==> config.mk <==
export PLATFORM = sky130hd
export DESIGN_NAME = aipp_top
export DESIGN_NICKNAME = d
export VERILOG_FILES = /design/src/hw/aipp_pkg.sv /design/src/hw/aipp_pace_timer.sv /design/src/hw/aipp_top.sv
export SDC_FILE = /design/constraint.sdc
export NUM_CORES = 1
export LEC_CHECK = 0
export BUFFER_PORTS_ARGS = -buffer_cell sky130_fd_sc_hd__clkbuf_2
export CAP_MARGIN = 10
export CORE_ASPECT_RATIO = 0.5
export CORE_UTILIZATION = 57
export DETAILED_ROUTE_END_ITERATION = 7
export PLACE_DENSITY = 0.73
export SYNTH_ARGS = -nofsm -noshare
export SYNTH_HDL_FRONTEND = slang
export SYNTH_SLANG_ARGS = --single-unit
==> constraint.sdc <==
create_clock -name I_CLOCK -period 6.25 [get_ports I_CLOCK]
set_input_delay 1.25 -clock I_CLOCK [delete_from_list [all_inputs] [get_ports I_CLOCK]]
set_output_delay 1.25 -clock I_CLOCK [all_outputs]
set_load 0.02 [all_outputs]
==> src/hw/aipp_pkg.sv <==
package aipp_pkg;

    // Clock and pacing time base
    localparam int CLK_PERIOD_NS = 8;
    localparam int PACE_TICK_NS  = 4000;
    localparam int PACE_TICK_CYC = (PACE_TICK_NS + CLK_PERIOD_NS - 1) / CLK_PERIOD_NS;
    localparam int TICK_W        = 9;

    // Sizes
    localparam int NUM_TX = 8;
    localparam int TXI_W  = 3;
    localparam int CNT_W  = 8;
    localparam int CHAN_W = 8;
    localparam int VEC_W  = 16;

    // Vector and command word layout, shared bit for bit
    localparam int TYPE_LSB = 2;
    localparam int TYPE_MSB = 4;
    localparam int CHAN_LSB = 5;
    localparam int CHAN_MSB = 12;

    // Channel codes of the status type
    localparam logic [CHAN_W-1:0] NET_CHAN   = 8'h00;
    localparam logic [CHAN_W-1:0] ADCHK_CHAN = 8'hff;

    // Reset values of the loadable settings, and counter limits
    localparam logic [CNT_W-1:0] DEF_PACE = 8'h00;
    localparam logic [CNT_W-1:0] DEF_THR  = 8'h01;
    localparam logic [CNT_W-1:0] CNT_ZERO = 8'h00;
    localparam logic [CNT_W-1:0] CNT_MAX  = 8'hff;

    typedef enum logic [2:0] {
        IT_NONE   = 3'h0,
        IT_TX_EOF = 3'h1,
        IT_STAT   = 3'h2,
        IT_RX_EOF = 3'h3,
        IT_DUMMY  = 3'h4,
        IT_TX_EOC = 3'h5,
        IT_STATUS = 3'h6,
        IT_RX_EOC = 3'h7
    } aipp_itype_type;

endpackage : aipp_pkg

==> src/hw/aipp_pace_timer.sv <==
`timescale 1ns/10ps
module aipp_pace_timer (
    // Clock and reset
    input  wire logic                        i_clock,
    input  wire logic                        i_rst_n,
    // Control
    input  wire logic                        i_restart,
    input  wire logic [aipp_pkg::CNT_W-1:0]  i_load_val,
    // Status
    output logic                             o_expired
);

    logic [aipp_pkg::CNT_W-1:0]  cnt_r;
    logic [aipp_pkg::CNT_W-1:0]  cnt_nxt;
    logic [aipp_pkg::TICK_W-1:0] tick_r;
    logic [aipp_pkg::TICK_W-1:0] tick_nxt;

    localparam logic [aipp_pkg::TICK_W-1:0] TICK_LAST =
        aipp_pkg::TICK_W'(aipp_pkg::PACE_TICK_CYC - 1);

    always_comb begin
        cnt_nxt  = cnt_r;
        tick_nxt = tick_r;
        if (i_restart) begin
            cnt_nxt  = i_load_val;
            tick_nxt = '0;
        end else if (cnt_r != aipp_pkg::CNT_ZERO) begin
            if (tick_r == TICK_LAST) begin
                tick_nxt = '0;
                cnt_nxt  = cnt_r - aipp_pkg::CNT_W'(1);
            end else begin
                tick_nxt = tick_r + aipp_pkg::TICK_W'(1);
            end
        end
    end

    always_ff @(posedge i_clock or negedge i_rst_n) begin
        if (!i_rst_n) begin
            cnt_r  <= '0;
            tick_r <= '0;
        end else begin
            cnt_r  <= cnt_nxt;
            tick_r <= tick_nxt;
        end
    end

    assign o_expired = (cnt_r == aipp_pkg::CNT_ZERO);

endmodule : aipp_pace_timer

==> src/hw/aipp_top.sv <==
`timescale 1ns/10ps
module aipp_top (
    // Clock and reset
    input  wire logic                            I_CLOCK,
    input  wire logic                            I_RST_N,
    // Adapter event pulses
    input  wire logic                            I_ADCHK_EVT,
    input  wire logic                            I_NET_EVT,
    input  wire logic                            I_STAT_EVT,
    input  wire logic [aipp_pkg::NUM_TX-1:0]     I_TX_EOF_EVT,
    input  wire logic [aipp_pkg::NUM_TX-1:0]     I_TX_EOC_EVT,
    input  wire logic                            I_RX_EOF_EVT,
    input  wire logic                            I_RX_EOC_EVT,
    // Vector register access
    input  wire logic                            I_VEC_RD,
    input  wire logic                            I_VEC_WR,
    // Command register write
    input  wire logic                            I_CMD_WR,
    input  wire logic [aipp_pkg::VEC_W-1:0]      I_CMD_VEC,
    input  wire logic                            I_CMD_ACK,
    input  wire logic                            I_CMD_GO,
    input  wire logic                            I_CMD_REQ_INT,
    input  wire logic                            I_CMD_AD_RST,
    input  wire logic                            I_CMD_INTS_ON,
    input  wire logic                            I_CMD_INTS_OFF,
    input  wire logic                            I_CMD_LD_TMR,
    input  wire logic                            I_CMD_TX_EVENT_THRESHOLD,
    input  wire logic [aipp_pkg::CNT_W-1:0]      I_CMD_ACK_COUNT,
    // Outputs
    output logic                                 O_INT_REQ,
    output logic [aipp_pkg::VEC_W-1:0]           O_VEC_DATA,
    output logic [aipp_pkg::NUM_TX-1:0]          O_TX_GO,
    output logic                                 O_RX_GO,
    output logic                                 O_ADAPTER_RESET,
    output logic                                 O_INTS_EN
);

    localparam int NT      = aipp_pkg::NUM_TX;
    localparam int CW      = aipp_pkg::CNT_W;
    localparam int TXI_W_L = aipp_pkg::TXI_W;

    // Command decode
    aipp_pkg::aipp_itype_type      ack_type;
    logic [aipp_pkg::CHAN_W-1:0]   ack_chan;
    logic                          ack_wr;
    logic                          soft_rst;
    logic                          in_check;
    logic                          chan_ok;

    assign ack_type = aipp_pkg::aipp_itype_type'(I_CMD_VEC[aipp_pkg::TYPE_MSB:aipp_pkg::TYPE_LSB]);
    assign ack_chan = I_CMD_VEC[aipp_pkg::CHAN_MSB:aipp_pkg::CHAN_LSB];
    assign ack_wr   = I_CMD_WR & I_CMD_ACK;
    assign soft_rst = I_CMD_WR & I_CMD_AD_RST;
    assign chan_ok  = (ack_chan < aipp_pkg::CHAN_W'(NT));

    // Single flags and settings
    logic            adchk_r, adchk_nxt;
    logic            net_r, net_nxt;
    logic            stat_r, stat_nxt;
    logic            dummy_r, dummy_nxt;
    logic            rx_eoc_r, rx_eoc_nxt;
    logic [CW-1:0]   rx_cnt_r, rx_cnt_nxt;
    logic [CW-1:0]   thr_r, thr_nxt;
    logic [CW-1:0]   pace_r, pace_nxt;
    logic            ints_en_r, ints_en_nxt;
    logic            rr_r, rr_nxt;
    logic            irq_r, irq_nxt;
    logic [aipp_pkg::VEC_W-1:0] vec_r, vec_nxt;
    logic [NT-1:0]   tx_go_r, tx_go_nxt;
    logic            rx_go_r, rx_go_nxt;
    logic            adrst_r, adrst_nxt;

    // Per channel transmit state
    logic [CW-1:0]   tx_cnt_r [NT];
    logic [NT-1:0]   tx_eoc_r;
    logic [NT-1:0]   tx_eof_rep;
    logic [NT-1:0]   tx_eoc_rep;
    logic [NT-1:0]   tx_nz;

    logic            rx_eof_rep, rx_eoc_rep, any_pend, expired;
    aipp_pkg::aipp_itype_type sel_type;
    logic [aipp_pkg::CHAN_W-1:0] sel_chan;

    // Internal reset holds while the adapter is in check
    assign in_check = adchk_r | I_ADCHK_EVT;

    genvar gi;
    generate
        for (gi = 0; gi < NT; gi++) begin : g_tx
            logic [CW-1:0] cnt_nxt;
            logic [CW-1:0] dec;
            logic [CW-1:0] sub;
            logic          eoc_nxt;
            logic          hit;

            assign hit = ack_wr & chan_ok & (ack_chan == aipp_pkg::CHAN_W'(gi));
            assign tx_nz[gi] = (tx_cnt_r[gi] != aipp_pkg::CNT_ZERO);
            assign tx_eof_rep[gi] = (thr_r != aipp_pkg::CNT_ZERO) & tx_nz[gi] &
                                    ((tx_cnt_r[gi] >= thr_r) | tx_eoc_r[gi]);
            assign tx_eoc_rep[gi] = tx_eoc_r[gi] & ~(|tx_nz);

            always_comb begin
                dec = aipp_pkg::CNT_ZERO;
                if (hit && ack_type == aipp_pkg::IT_TX_EOF) begin
                    dec = (I_CMD_ACK_COUNT > tx_cnt_r[gi]) ? tx_cnt_r[gi] : I_CMD_ACK_COUNT;
                end
                sub     = tx_cnt_r[gi] - dec;
                cnt_nxt = sub;
                // no EOF counting at threshold zero
                if (I_TX_EOF_EVT[gi] && thr_r != aipp_pkg::CNT_ZERO &&
                    sub != aipp_pkg::CNT_MAX) begin
                    cnt_nxt = sub + CW'(1);
                end
                eoc_nxt = (tx_eoc_r[gi] & ~(hit && ack_type == aipp_pkg::IT_TX_EOC)) |
                          I_TX_EOC_EVT[gi];
                if (in_check || soft_rst) begin
                    cnt_nxt = aipp_pkg::CNT_ZERO;
                    eoc_nxt = 1'b0;
                end
            end

            always_ff @(posedge I_CLOCK or negedge I_RST_N) begin
                if (!I_RST_N) begin
                    tx_cnt_r[gi] <= '0;
                    tx_eoc_r[gi] <= 1'b0;
                end else begin
                    tx_cnt_r[gi] <= cnt_nxt;
                    tx_eoc_r[gi] <= eoc_nxt;
                end
            end
        end
    endgenerate

    assign rx_eof_rep = (rx_cnt_r != aipp_pkg::CNT_ZERO);
    assign rx_eoc_rep = rx_eoc_r & ~rx_eof_rep;
    assign any_pend   = adchk_r | net_r | stat_r | dummy_r | rx_eof_rep | rx_eoc_rep |
                        (|tx_eof_rep) | (|tx_eoc_rep);

    // Priority select of the reported source
    always_comb begin
        logic                 eof_hit;
        logic                 eoc_hit;
        logic                 tx_av;
        logic                 rx_av;
        logic [TXI_W_L-1:0]   eof_ch;
        logic [TXI_W_L-1:0]   eoc_ch;
        eof_hit  = 1'b0;
        eoc_hit  = 1'b0;
        eof_ch   = '0;
        eoc_ch   = '0;
        tx_av    = 1'b0;
        rx_av    = 1'b0;
        for (int i = 0; i < NT; i++) begin
            if (tx_eof_rep[i]) begin
                eof_hit = 1'b1;
                eof_ch  = TXI_W_L'(i);
            end
            if (tx_eoc_rep[i]) begin
                eoc_hit = 1'b1;
                eoc_ch  = TXI_W_L'(i);
            end
        end
        tx_av    = eof_hit | eoc_hit;
        rx_av    = rx_eof_rep | rx_eoc_rep;
        sel_type = aipp_pkg::IT_NONE;
        sel_chan = aipp_pkg::NET_CHAN;
        if (adchk_r) begin
            sel_type = aipp_pkg::IT_STATUS;
            sel_chan = aipp_pkg::ADCHK_CHAN;
        end else if (net_r) begin
            sel_type = aipp_pkg::IT_STATUS;
        end else if (stat_r) begin
            sel_type = aipp_pkg::IT_STAT;
        end else if (dummy_r) begin
            sel_type = aipp_pkg::IT_DUMMY;
        end else if (rx_av && (rr_r || !tx_av)) begin
            sel_type = rx_eof_rep ? aipp_pkg::IT_RX_EOF : aipp_pkg::IT_RX_EOC;
        end else if (eof_hit) begin
            sel_type = aipp_pkg::IT_TX_EOF;
            sel_chan = aipp_pkg::CHAN_W'(eof_ch);
        end else if (eoc_hit) begin
            sel_type = aipp_pkg::IT_TX_EOC;
            sel_chan = aipp_pkg::CHAN_W'(eoc_ch);
        end
    end

    // Next values of the single flags and outputs
    always_comb begin
        logic [CW-1:0] rdec;
        logic [CW-1:0] rsub;
        rdec = aipp_pkg::CNT_ZERO;
        rsub = aipp_pkg::CNT_ZERO;
        adchk_nxt = (adchk_r & ~soft_rst) | I_ADCHK_EVT;
        net_nxt   = (net_r & ~(ack_wr && ack_type == aipp_pkg::IT_STATUS &&
                     ack_chan == aipp_pkg::NET_CHAN)) | I_NET_EVT;
        stat_nxt  = (stat_r & ~(ack_wr && ack_type == aipp_pkg::IT_STAT)) | I_STAT_EVT;
        dummy_nxt = (dummy_r & ~(ack_wr && ack_type == aipp_pkg::IT_DUMMY)) |
                    (I_CMD_WR & I_CMD_REQ_INT);
        rx_eoc_nxt = (rx_eoc_r & ~(ack_wr && ack_type == aipp_pkg::IT_RX_EOC)) | I_RX_EOC_EVT;
        if (ack_wr && ack_type == aipp_pkg::IT_RX_EOF) begin
            rdec = (I_CMD_ACK_COUNT > rx_cnt_r) ? rx_cnt_r : I_CMD_ACK_COUNT;
        end
        rsub       = rx_cnt_r - rdec;
        rx_cnt_nxt = (I_RX_EOF_EVT && rsub != aipp_pkg::CNT_MAX) ? rsub + CW'(1) : rsub;
        if (in_check || soft_rst) begin
            net_nxt    = 1'b0;
            stat_nxt   = 1'b0;
            dummy_nxt  = 1'b0;
            rx_eoc_nxt = 1'b0;
            rx_cnt_nxt = aipp_pkg::CNT_ZERO;
        end
        thr_nxt  = soft_rst ? aipp_pkg::DEF_THR :
                   (I_CMD_WR && I_CMD_TX_EVENT_THRESHOLD) ? I_CMD_ACK_COUNT : thr_r;
        pace_nxt = soft_rst ? aipp_pkg::DEF_PACE :
                   (I_CMD_WR && I_CMD_LD_TMR) ? I_CMD_ACK_COUNT : pace_r;
        ints_en_nxt = ints_en_r;
        if (I_CMD_WR && (I_CMD_INTS_ON || I_CMD_ACK)) begin
            ints_en_nxt = 1'b1;
        end else if (soft_rst || I_VEC_WR || (I_CMD_WR && I_CMD_INTS_OFF)) begin
            ints_en_nxt = 1'b0;
        end
        rr_nxt = rr_r;
        if (ack_wr && (ack_type == aipp_pkg::IT_TX_EOF || ack_type == aipp_pkg::IT_TX_EOC)) begin
            rr_nxt = 1'b1;
        end else if (ack_wr && (ack_type == aipp_pkg::IT_RX_EOF ||
                                ack_type == aipp_pkg::IT_RX_EOC)) begin
            rr_nxt = 1'b0;
        end
        vec_nxt = vec_r;
        if (I_VEC_RD) begin
            vec_nxt = '0;
            vec_nxt[aipp_pkg::TYPE_MSB:aipp_pkg::TYPE_LSB] = sel_type;
            vec_nxt[aipp_pkg::CHAN_MSB:aipp_pkg::CHAN_LSB] = sel_chan;
        end
        // go taken with the same write
        tx_go_nxt = '0;
        rx_go_nxt = 1'b0;
        if (I_CMD_WR && I_CMD_GO) begin
            if (ack_type == aipp_pkg::IT_RX_EOF || ack_type == aipp_pkg::IT_RX_EOC) begin
                rx_go_nxt = 1'b1;
            end else if (chan_ok) begin
                tx_go_nxt = NT'(1) << ack_chan[TXI_W_L-1:0];
            end
        end
        adrst_nxt = I_ADCHK_EVT & ~adchk_r;
        // falls on ack or nothing pending
        irq_nxt = ints_en_r & expired & any_pend & ~ack_wr;
    end

    aipp_pace_timer u_pace (
        .i_clock    (I_CLOCK),
        .i_rst_n    (I_RST_N),
        .i_restart  (ack_wr | soft_rst),
        .i_load_val (pace_r),
        .o_expired  (expired)
    );

    always_ff @(posedge I_CLOCK or negedge I_RST_N) begin
        if (!I_RST_N) begin
            adchk_r   <= 1'b0;
            net_r     <= 1'b0;
            stat_r    <= 1'b0;
            dummy_r   <= 1'b0;
            rx_eoc_r  <= 1'b0;
            rx_cnt_r  <= aipp_pkg::CNT_ZERO;
            thr_r     <= aipp_pkg::DEF_THR;
            pace_r    <= aipp_pkg::DEF_PACE;
            ints_en_r <= 1'b0;
            rr_r      <= 1'b0;
            irq_r     <= 1'b0;
            vec_r     <= '0;
            tx_go_r   <= '0;
            rx_go_r   <= 1'b0;
            adrst_r   <= 1'b0;
        end else begin
            adchk_r   <= adchk_nxt;
            net_r     <= net_nxt;
            stat_r    <= stat_nxt;
            dummy_r   <= dummy_nxt;
            rx_eoc_r  <= rx_eoc_nxt;
            rx_cnt_r  <= rx_cnt_nxt;
            thr_r     <= thr_nxt;
            pace_r    <= pace_nxt;
            ints_en_r <= ints_en_nxt;
            rr_r      <= rr_nxt;
            irq_r     <= irq_nxt;
            vec_r     <= vec_nxt;
            tx_go_r   <= tx_go_nxt;
            rx_go_r   <= rx_go_nxt;
            adrst_r   <= adrst_nxt;
        end
    end

    assign O_INT_REQ       = irq_r;
    assign O_VEC_DATA      = vec_r;
    assign O_TX_GO         = tx_go_r;
    assign O_RX_GO         = rx_go_r;
    assign O_ADAPTER_RESET = adrst_r;
    assign O_INTS_EN       = ints_en_r;

    a_irq_cause: assert property (
        @(posedge I_CLOCK) disable iff (!I_RST_N)
        O_INT_REQ |-> $past(expired) && $past(any_pend) && $past(ints_en_r))
        else $error("Interrupt raised without expiry and pending source");

    a_ack_restart: assert property (
        @(posedge I_CLOCK) disable iff (!I_RST_N)
        (ack_wr && pace_r != aipp_pkg::CNT_ZERO) |=> !expired ##1 !O_INT_REQ)
        else $error("Acknowledge did not restart pacing timer");

    a_vec_snapshot: assert property (
        @(posedge I_CLOCK) disable iff (!I_RST_N)
        I_VEC_RD |=> O_VEC_DATA[aipp_pkg::TYPE_MSB:aipp_pkg::TYPE_LSB] == $past(sel_type))
        else $error("Vector read does not match selected source");

    a_vec_lsb_zero: assert property (
        @(posedge I_CLOCK) disable iff (!I_RST_N)
        O_VEC_DATA[aipp_pkg::TYPE_LSB-1:0] == '0)
        else $error("Vector low bits not zero");

    a_adchk_clears: assert property (
        @(posedge I_CLOCK) disable iff (!I_RST_N)
        adchk_r |-> !net_r && !stat_r && !dummy_r && rx_cnt_r == aipp_pkg::CNT_ZERO)
        else $error("Sources survive adapter check");

    a_adchk_sticky: assert property (
        @(posedge I_CLOCK) disable iff (!I_RST_N)
        (adchk_r && !soft_rst) |=> adchk_r && sel_chan == aipp_pkg::ADCHK_CHAN)
        else $error("Adapter check cleared without reset");

    a_rx_eoc_wait: assert property (
        @(posedge I_CLOCK) disable iff (!I_RST_N)
        (I_VEC_RD && rx_cnt_r != aipp_pkg::CNT_ZERO) |=>
        O_VEC_DATA[aipp_pkg::TYPE_MSB:aipp_pkg::TYPE_LSB] != aipp_pkg::IT_RX_EOC)
        else $error("Receive EOC reported with EOF pending");
    a_tx_eoc_wait: assert property (
        @(posedge I_CLOCK) disable iff (!I_RST_N)
        (I_VEC_RD && tx_nz != '0) |=>
        O_VEC_DATA[aipp_pkg::TYPE_MSB:aipp_pkg::TYPE_LSB] != aipp_pkg::IT_TX_EOC)
        else $error("Transmit EOC reported with EOF pending");

    a_vec_wr_off: assert property (
        @(posedge I_CLOCK) disable iff (!I_RST_N)
        (I_VEC_WR && !I_CMD_WR) |=> !O_INTS_EN ##1 !O_INT_REQ)
        else $error("Vector write did not disable interrupts");

    a_thr_zero: assert property (
        @(posedge I_CLOCK) disable iff (!I_RST_N)
        (I_VEC_RD && thr_r == aipp_pkg::CNT_ZERO) |=>
        O_VEC_DATA[aipp_pkg::TYPE_MSB:aipp_pkg::TYPE_LSB] != aipp_pkg::IT_TX_EOF)
        else $error("Transmit EOF reported at threshold zero");
    a_dummy_set: assert property (
        @(posedge I_CLOCK) disable iff (!I_RST_N)
        (I_CMD_WR && I_CMD_REQ_INT && !in_check && !soft_rst) |=> dummy_r)
        else $error("Software request did not create dummy interrupt");

endmodule : aipp_top

# --- Word-level counts from Yosys, hierarchy flattened ---
# Cells that the tools add are included.
classes:
  bitwise: 103
  n_mux: 112
  n_eq_ne: 24
  shift: 1
  n_addsub: 20
  n_lt_le_gt_ge: 18
  reduce_logical: 78
ops:
  columns: ["op", "count"]
  rows:
  - ["$mux W8", 47]
  - ["$reduce_bool A8 Y1", 11]
  - ["$mux W3", 26]
  - ["$add A8 B1 Y8 const B", 9]
  - ["$gt A8 B8 Y1", 9]
  - ["$ne A8 B8 Y1 const B", 9]
  - ["$sub A8 B8 Y8", 9]
  - ["$ge A8 B8 Y1", 8]
  - ["$and A1 B1 Y1", 54]
  - ["$logic_and A1 B1 Y1", 47]
  - ["$mux W1", 36]
  - ["$eq A8 B3 Y1 const B", 4]
  - ["$or A1 B1 Y1", 32]
  - ["$mux W9", 3]
  - ["$reduce_or A8 Y1", 3]
  - ["$not A1 Y1", 17]
  - ["$eq A8 B2 Y1 const B", 2]
  - ["$logic_not A8 Y1", 2]
  - ["$eq A3 B3 Y1 const B", 4]
  - ["$reduce_bool A2 Y1", 6]
  - ["$add A9 B1 Y9 const B", 1]
  - ["$eq A9 B9 Y1 const B", 1]
  - ["$eq A8 B1 Y1 const B", 1]
  - ["$lt A8 B4 Y1 const B", 1]
  - ["7 further kinds", 14]
word_totals:
  output_inout_bits: 28
  wordCells: 389
  register_bits: 142

# --- Logic depth before layout (Yosys ltp) ---
depth:
  word_depth: 21
  ltp_mapped: 22
  mapped_depth_nobuf: 20

# --- Modules after synthesis ---
# From an unflattened synthesis, not the netlist that was laid out.
hier_totals:
  hier_cells: 1768
  area_unflattened_um2: 14685.3
by_module_without_submodules:
  columns: ["module", "cells_each", "n_inst", "area_per_inst_um2"]
  rows:
  - ["aipp_top", 1663, 1, 13671.9]
  - ["aipp_pace_timer", 105, 1, 1013.5]

# --- Least setup slack after synthesis ---
# Ideal clock, no wire load.
synth_path:
  path_kind: "input to register"
  startpoint: "in I_CMD_ACK_COUNT[0] (netlist bit)"
  endpoint: "reg tx_cnt_r[19] (netlist bit)"
  cell_stages: 21
  slack_ps: 641
  required_ps: 6183
  setup_time_ps: 67
  t_arrival_ps: 5542
  n_path_buf: 2
  cell_sequence: "clkbuf_1 -> inv_1 -> ha_1 -> and4b_1 -> a211oi_1 -> o211ai_1 -> and2_1 -> clkbuf_1 -> a21oi_1 -> nor2_1 -> ha_1 -> inv_1 -> fa_1 -> a21o_1 -> a21oi_1 -> xnor2_1 -> or4b_2 -> nor4b_1 -> nor2_1 -> a211o_1 -> nand2_1"
synth_via:
  elab_chain_cells: 8
  elab_cells_between_ends: 9
  cone_classes: "add/sub (2); order compare (1); eq/ne (1); mux (4); reduce/logical (1)"
synth_rtl:
  columns: ["element", "line", "rtl"]
  rows:
  - ["from (decl)", "aipp_top.sv:28", "input wire logic [aipp_pkg::CNT_W-1:0] I_CMD_ACK_COUNT,"]
  - ["$gt A8 B8 Y1", "aipp_top.sv:105", "dec = (I_CMD_ACK_COUNT > tx_cnt_r[gi]) ? tx_cnt_r[gi] : I_CMD_ACK_COUNT;"]
  - ["$mux W8 *", "aipp_top.sv:105", null]
  - ["$mux W8 *", "aipp_top.sv:104", "if (hit && ack_type == aipp_pkg::IT_TX_EOF) begin"]
  - ["$sub A8 B8 Y8 *", "aipp_top.sv:107", "sub = tx_cnt_r[gi] - dec;"]
  - ["parallel branches: the longest is 2 deep, another holds $add A8 B1 Y8", null, null]
  - ["$mux W8 *", "aipp_top.sv:110", "if (I_TX_EOF_EVT[gi] && thr_r != aipp_pkg::CNT_ZERO &&"]
  - ["$mux W8 *", "aipp_top.sv:116", "if (in_check || soft_rst) begin"]
  - ["via g_tx[5].cnt_nxt[3]", "aipp_top.sv:90", "logic [CW-1:0] cnt_nxt;"]
  - ["to (signal, indexed assignment)", "aipp_top.sv:127", "tx_cnt_r[gi] <= cnt_nxt;"]
  - ["to (decl)", "aipp_top.sv:74", "logic [CW-1:0] tx_cnt_r [NT];"]
# Mark *: on every way through the listed nets, which the timed path passes.
# A chain may end at the register's enable or synchronous reset.

# --- Worst setup path after layout ---
layout_path:
  startpoint: "in I_CMD_ACK_COUNT[5] (netlist bit)"
  endpoint: "reg tx_cnt_r[0] (netlist bit)"
layout_via:
  elab_chain_cells: 8
  elab_cells_between_ends: 9
  cone_classes: "add/sub (2); order compare (1); eq/ne (1); mux (4); reduce/logical (1)"
layout_rtl:
  columns: ["element", "line"]
  rows:
  - ["$gt A8 B8 Y1", "aipp_top.sv:105"]
  - ["$mux W8 *", "aipp_top.sv:105"]
  - ["$mux W8 *", "aipp_top.sv:104"]
  - ["$sub A8 B8 Y8 *", "aipp_top.sv:107"]
  - ["parallel branches: the longest is 2 deep, another holds $add A8 B1 Y8", null]
  - ["$mux W8 *", "aipp_top.sv:110"]
  - ["$mux W8 *", "aipp_top.sv:116"]
  - ["via g_tx[7].cnt_nxt[0]", "aipp_top.sv:90"]
# Marks and branches as above.

==> flow_summary_export.csv <==
group,metric,value,unit
drt,detail_route.first_pass.iterations,8,
power,power_switching_share,0.321,
die,initial_utilization,0.580,
logic_synthesis,yosysTopAreaCell,"dfrtp_1",
layout,num_antenna_cells,0,
drt,route.antenna.remaining_nets,0,
layout,finish.cell_count_without_fillers,2269,
power,power.net_switching,0.000806,W
critical_path,critPathLaunchType,"input port",
global_route,via_count_of_the_first_global_routing_pass,12600,
drt,via_per_inst,6.13,
power,sequentialPowerShare,0.388,
logic_synthesis,synth_seq_area_share,0.236,
logic_synthesis,async_flop_share,1.00,
cts,cts.hold.buffers_added,0,
sta,number_of_failing_hold_endpoints_at_the_final_stage,0,
die,die_area,26300,um^2
sta,report.final.slew_viol_count,0,
critical_path,worst-setup-path-type,"in -> reg",
cts,clk_transition_reported_paths,0.06,ns
placed_design,globalplace.congestion,0.915,
cts,clock_tree.htree_level_count,4,
sta,fin_skew,0.0110,ns
drt,via_count,13900,
placed_design,place.detailed.hpwl,31800,um
status,violated_checks,"design-rule violations",
sta,maxSlewHeadroom,0.236,
global_route,grt_start_max_net_pins,81,
cts,max-clock-path-buffers,2,
logic_synthesis,syn-instance-count,1842,
layout,area_delta_synth_final,9.43,%
cts,cts_buffers,17,
cts,cts.repair.resized,0,
sta,period_minus_slack,5.50,ns
logic_synthesis,post_synth_main_area_contributors,"dfrtp_1 (23%), ha_1 (18%), nand2_1 (6.5%)",
critical_path,cp_data_required_time,6.58,ns
die,dieHeight,115,um
global_route,first_pass_grt_wire_length,65800,um
cts,cts_tree,"built",
logic_synthesis,synth_top_cell_area_share,0.234,
logic_synthesis,synthTopCellsByCount,"nand2_1 (254), ha_1 (210), inv_1 (149)",
logic_synthesis,number_of_synthesized_register_bits,138,
critical_path,critical_path.max_fanout,13,
hold_path,hold-path-cell-count,2,
placed_design,place_ws,0.419,ns
die,rows,41,
sta,tightestPinTransition,1.15,ns
sta,clock.fmax,0.182,GHz
cts,clock-sinks,138,
sta,final_critical_path_setup_slack,0.750,ns
sta,count_of_endpoints_failing_setup_in_the_final_report,0,
sta,post-route-period-util,0.880,
drt,drc_errors,2,
die,dieWidth,228,um
logic_synthesis,synth_edf_count,0,
cts,cts_post_setup_buffers_inserted,0,
die,ioPinCount,86,
global_route,grt_antenna_before_repair,1,
placed_design,place_inst,2238,
placed_design,number_of_buffers_added_on_ports,75,
critical_path,worst-r2r-cell-count,20,
drt,detailedRoute.firstIterationViolations,1303,
drt,detail_route.wl_per_cell,18.3,um
power,total_power,0.00251,W
hold_path,worst_hold_path_type,"reg -> reg",
sta,rsz0062_at_grt,"no",
power,power_per_cell_area,157,nW/um^2
logic_synthesis,synth.distinct_cells,85,
flow_run,drv.max_cap_violation_count,0,
logic_synthesis,syn_avg_cell_area,7.94,um^2
layout,num-nets-final,2190,
logic_synthesis,post-synth-top-count-cell,"nand2_1",
global_route,grt.overflow.total,0,
power,p_leak,6.91,nW
power,cell_internal_pwr,0.00170,W
layout,post_route_cells_drive_above_1_share,0.109,
sta,totalNegativeSetupSlack,0,ns
logic_synthesis,synth_ff_type,"dfrtp_1",
logic_synthesis,yosysWarningCount,0,
cts,cts.root.buffer_cell,"clkbuf_16",
logic_synthesis,netlist_area,14600,um^2
critical_path,cp_data_arrival_time,5.83,ns
power,clk_network_pwr_share,0.411,
cts,insertion_delay,0.46,ns
power,peakVddDrop,207,uV
status,outcome,"finished, violations left",
die,fp.coreArea,25200,um^2
critical_path,endpoint_kind_of_the_worst_setup_timing_path,"register",
drt,final_wl,41600,um
power,power.share.combinational,0.201,
global_route,groute.usage.overall,0.320,
## final timing paths
check / start / endpoint / slack [ns]
worst max register to register: tx_cnt_r[18] / tx_cnt_r[19] / 1.38
worst min register to register: pace_r[0] / u_pace.cnt_r[0] / 0.48
worst min-delay path: pace_r[0] / u_pace.cnt_r[0] / 0.48
max in group asynchronous: I_RST_N / tx_cnt_r[59] / 4.10
min in group asynchronous: I_RST_N / u_pace.cnt_r[2] / 0.84
worst max-delay path: I_CMD_ACK_COUNT[5] / tx_cnt_r[0] / 0.75
## sequential cells by signal, indices dropped and copies added, names as in the netlist
name	cells
rr_r	1
O_TX_GO	8
u_pace.tick_r	9
rx_cnt_r	8
O_INTS_EN	1
tx_eoc_r	8
O_ADAPTER_RESET	1
pace_r	8
dummy_r	1
stat_r	1
u_pace.cnt_r	8
net_r	1
adchk_r	1
tx_cnt_r	64
thr_r	8
O_VEC_DATA	7
rx_eoc_r	1
O_RX_GO	1
O_INT_REQ	1
## area by class of cell
cell class                 count  area (um^2)
inverter                     149          559
timing repair buffer         109          637
multi-input combinational   1498        10300
clock buffer                  20          467
sequential                   138         3450
fill                        2272         9190
tap                          344          430
clock inverter                11          114
## logic make-up (layout without fill, tap and decap cells)
group | after synthesis | in the layout | synth area share
other | 1 | 5 | 0.000256
AOI/OAI and AO/OA | 511 | 511 | 0.228
and+or+nand+nor | 693 | 693 | 0.240
adders and majority gates | 219 | 219 | 0.192
buffers and inverters | 210 | 289 | 0.0579
DFF | 138 | 138 | 0.236
muxes | 30 | 30 | 0.0216
xor gates and xnor gates | 40 | 40 | 0.0240
## cell usage in the layout (no fill, tap or decap), types with 8 or more instances in the layout
| cell | synthesis | final |
|---|---|---|
| nor3_1 | 32 | 32 |
| clkbuf_2 | 0 | 74 |
| a2111oi_0 | 8 | 8 |
| xor2_1 | 23 | 23 |
| fa_1 | 9 | 9 |
| o211ai_1 | 13 | 13 |
| o22ai_1 | 20 | 20 |
| a31oi_1 | 25 | 25 |
| o21a_1 | 22 | 22 |
| nor2b_1 | 24 | 24 |
| a211o_1 | 8 | 8 |
| xnor2_1 | 17 | 17 |
| nor4_1 | 23 | 23 |
| ha_1 | 210 | 210 |
| o21bai_1 | 9 | 9 |
| a211oi_1 | 16 | 16 |
| o31ai_1 | 10 | 10 |
| a21oi_1 | 121 | 121 |
| buf_4 | 9 | 34 |
| a21boi_0 | 9 | 9 |
| nand2_1 | 254 | 253 |
| or4_1 | 12 | 12 |
| nand2b_1 | 25 | 25 |
| and3_1 | 13 | 13 |
| nand4_1 | 31 | 31 |
| mux2_2 | 8 | 8 |
| nor3b_1 | 10 | 10 |
| a21o_1 | 22 | 22 |
| dfrtp_1 | 137 | 137 |
| nor2_1 | 125 | 125 |
| nand3_1 | 53 | 53 |
| or2_2 | 19 | 19 |
| inv_1 | 149 | 149 |
| clkbuf_16 | 0 | 17 |
| or3_1 | 21 | 21 |
| o21ai_0 | 138 | 138 |
| o31a_1 | 11 | 11 |
| mux2i_1 | 21 | 21 |
| a2bb2oi_1 | 15 | 15 |
## metal layers
layer / track usage / wire length (um) / vias to the layer above
met5: 0 / 0 / -
met4: 0.0913 / 787 / 0
met3: 0.0689 / 3180 / 52
met2: 0.525 / 18700 / 430
met1: 0.428 / 18900 / 6570
li1: - / - / 6861
## through the flow
step | hold slack [ns] | util | area, um^2
after detailed placement | 0.467 | 0.612 | 15400
after CTS | 0.486 | 0.635 | 16000
after global placement | 0.464 | 0.612 | 15400
final | 0.483 | 0.635 | 16000
after floorplan | 0.449 | - | 14600
after global routing | 0.516 | 0.635 | 16000
## power by group through the flow
| stage | Sequential, W | Clock [W] | Combinational (W) |
|---|---|---|---|
| floorplan | 0.000982 | 0 | 0.000329 |
| detailed placement | 0.000987 | 0 | 0.000495 |
| global route | 0.000977 | 0.00108 | 0.000565 |
| CTS | 0.000971 | 0.00105 | 0.000498 |
| global placement | 0.000987 | 0 | 0.000485 |
| finish | 0.000972 | 0.00103 | 0.000505 |
## worst max-delay path, cell delays in order
cell and delay [ns]:
clkbuf_2 0.26, buf_4 0.28, ha_1 0.33, a21oi_1 0.17, o21ai_0 0.11, o21a_1 0.14, nor2_1 0.10, buf_4 0.18
nand2_1 0.06, a21boi_0 0.27, ha_1 0.24, inv_1 0.06, fa_1 0.40, nand3_1 0.12, a21boi_0 0.11, o21ai_0 0.21
a21oi_1 0.12, nor4_1 0.57, nand3_1 0.20, o21bai_1 0.28, mux2_2 0.37
No activity file was read; power rests on OpenSTA's default activity.
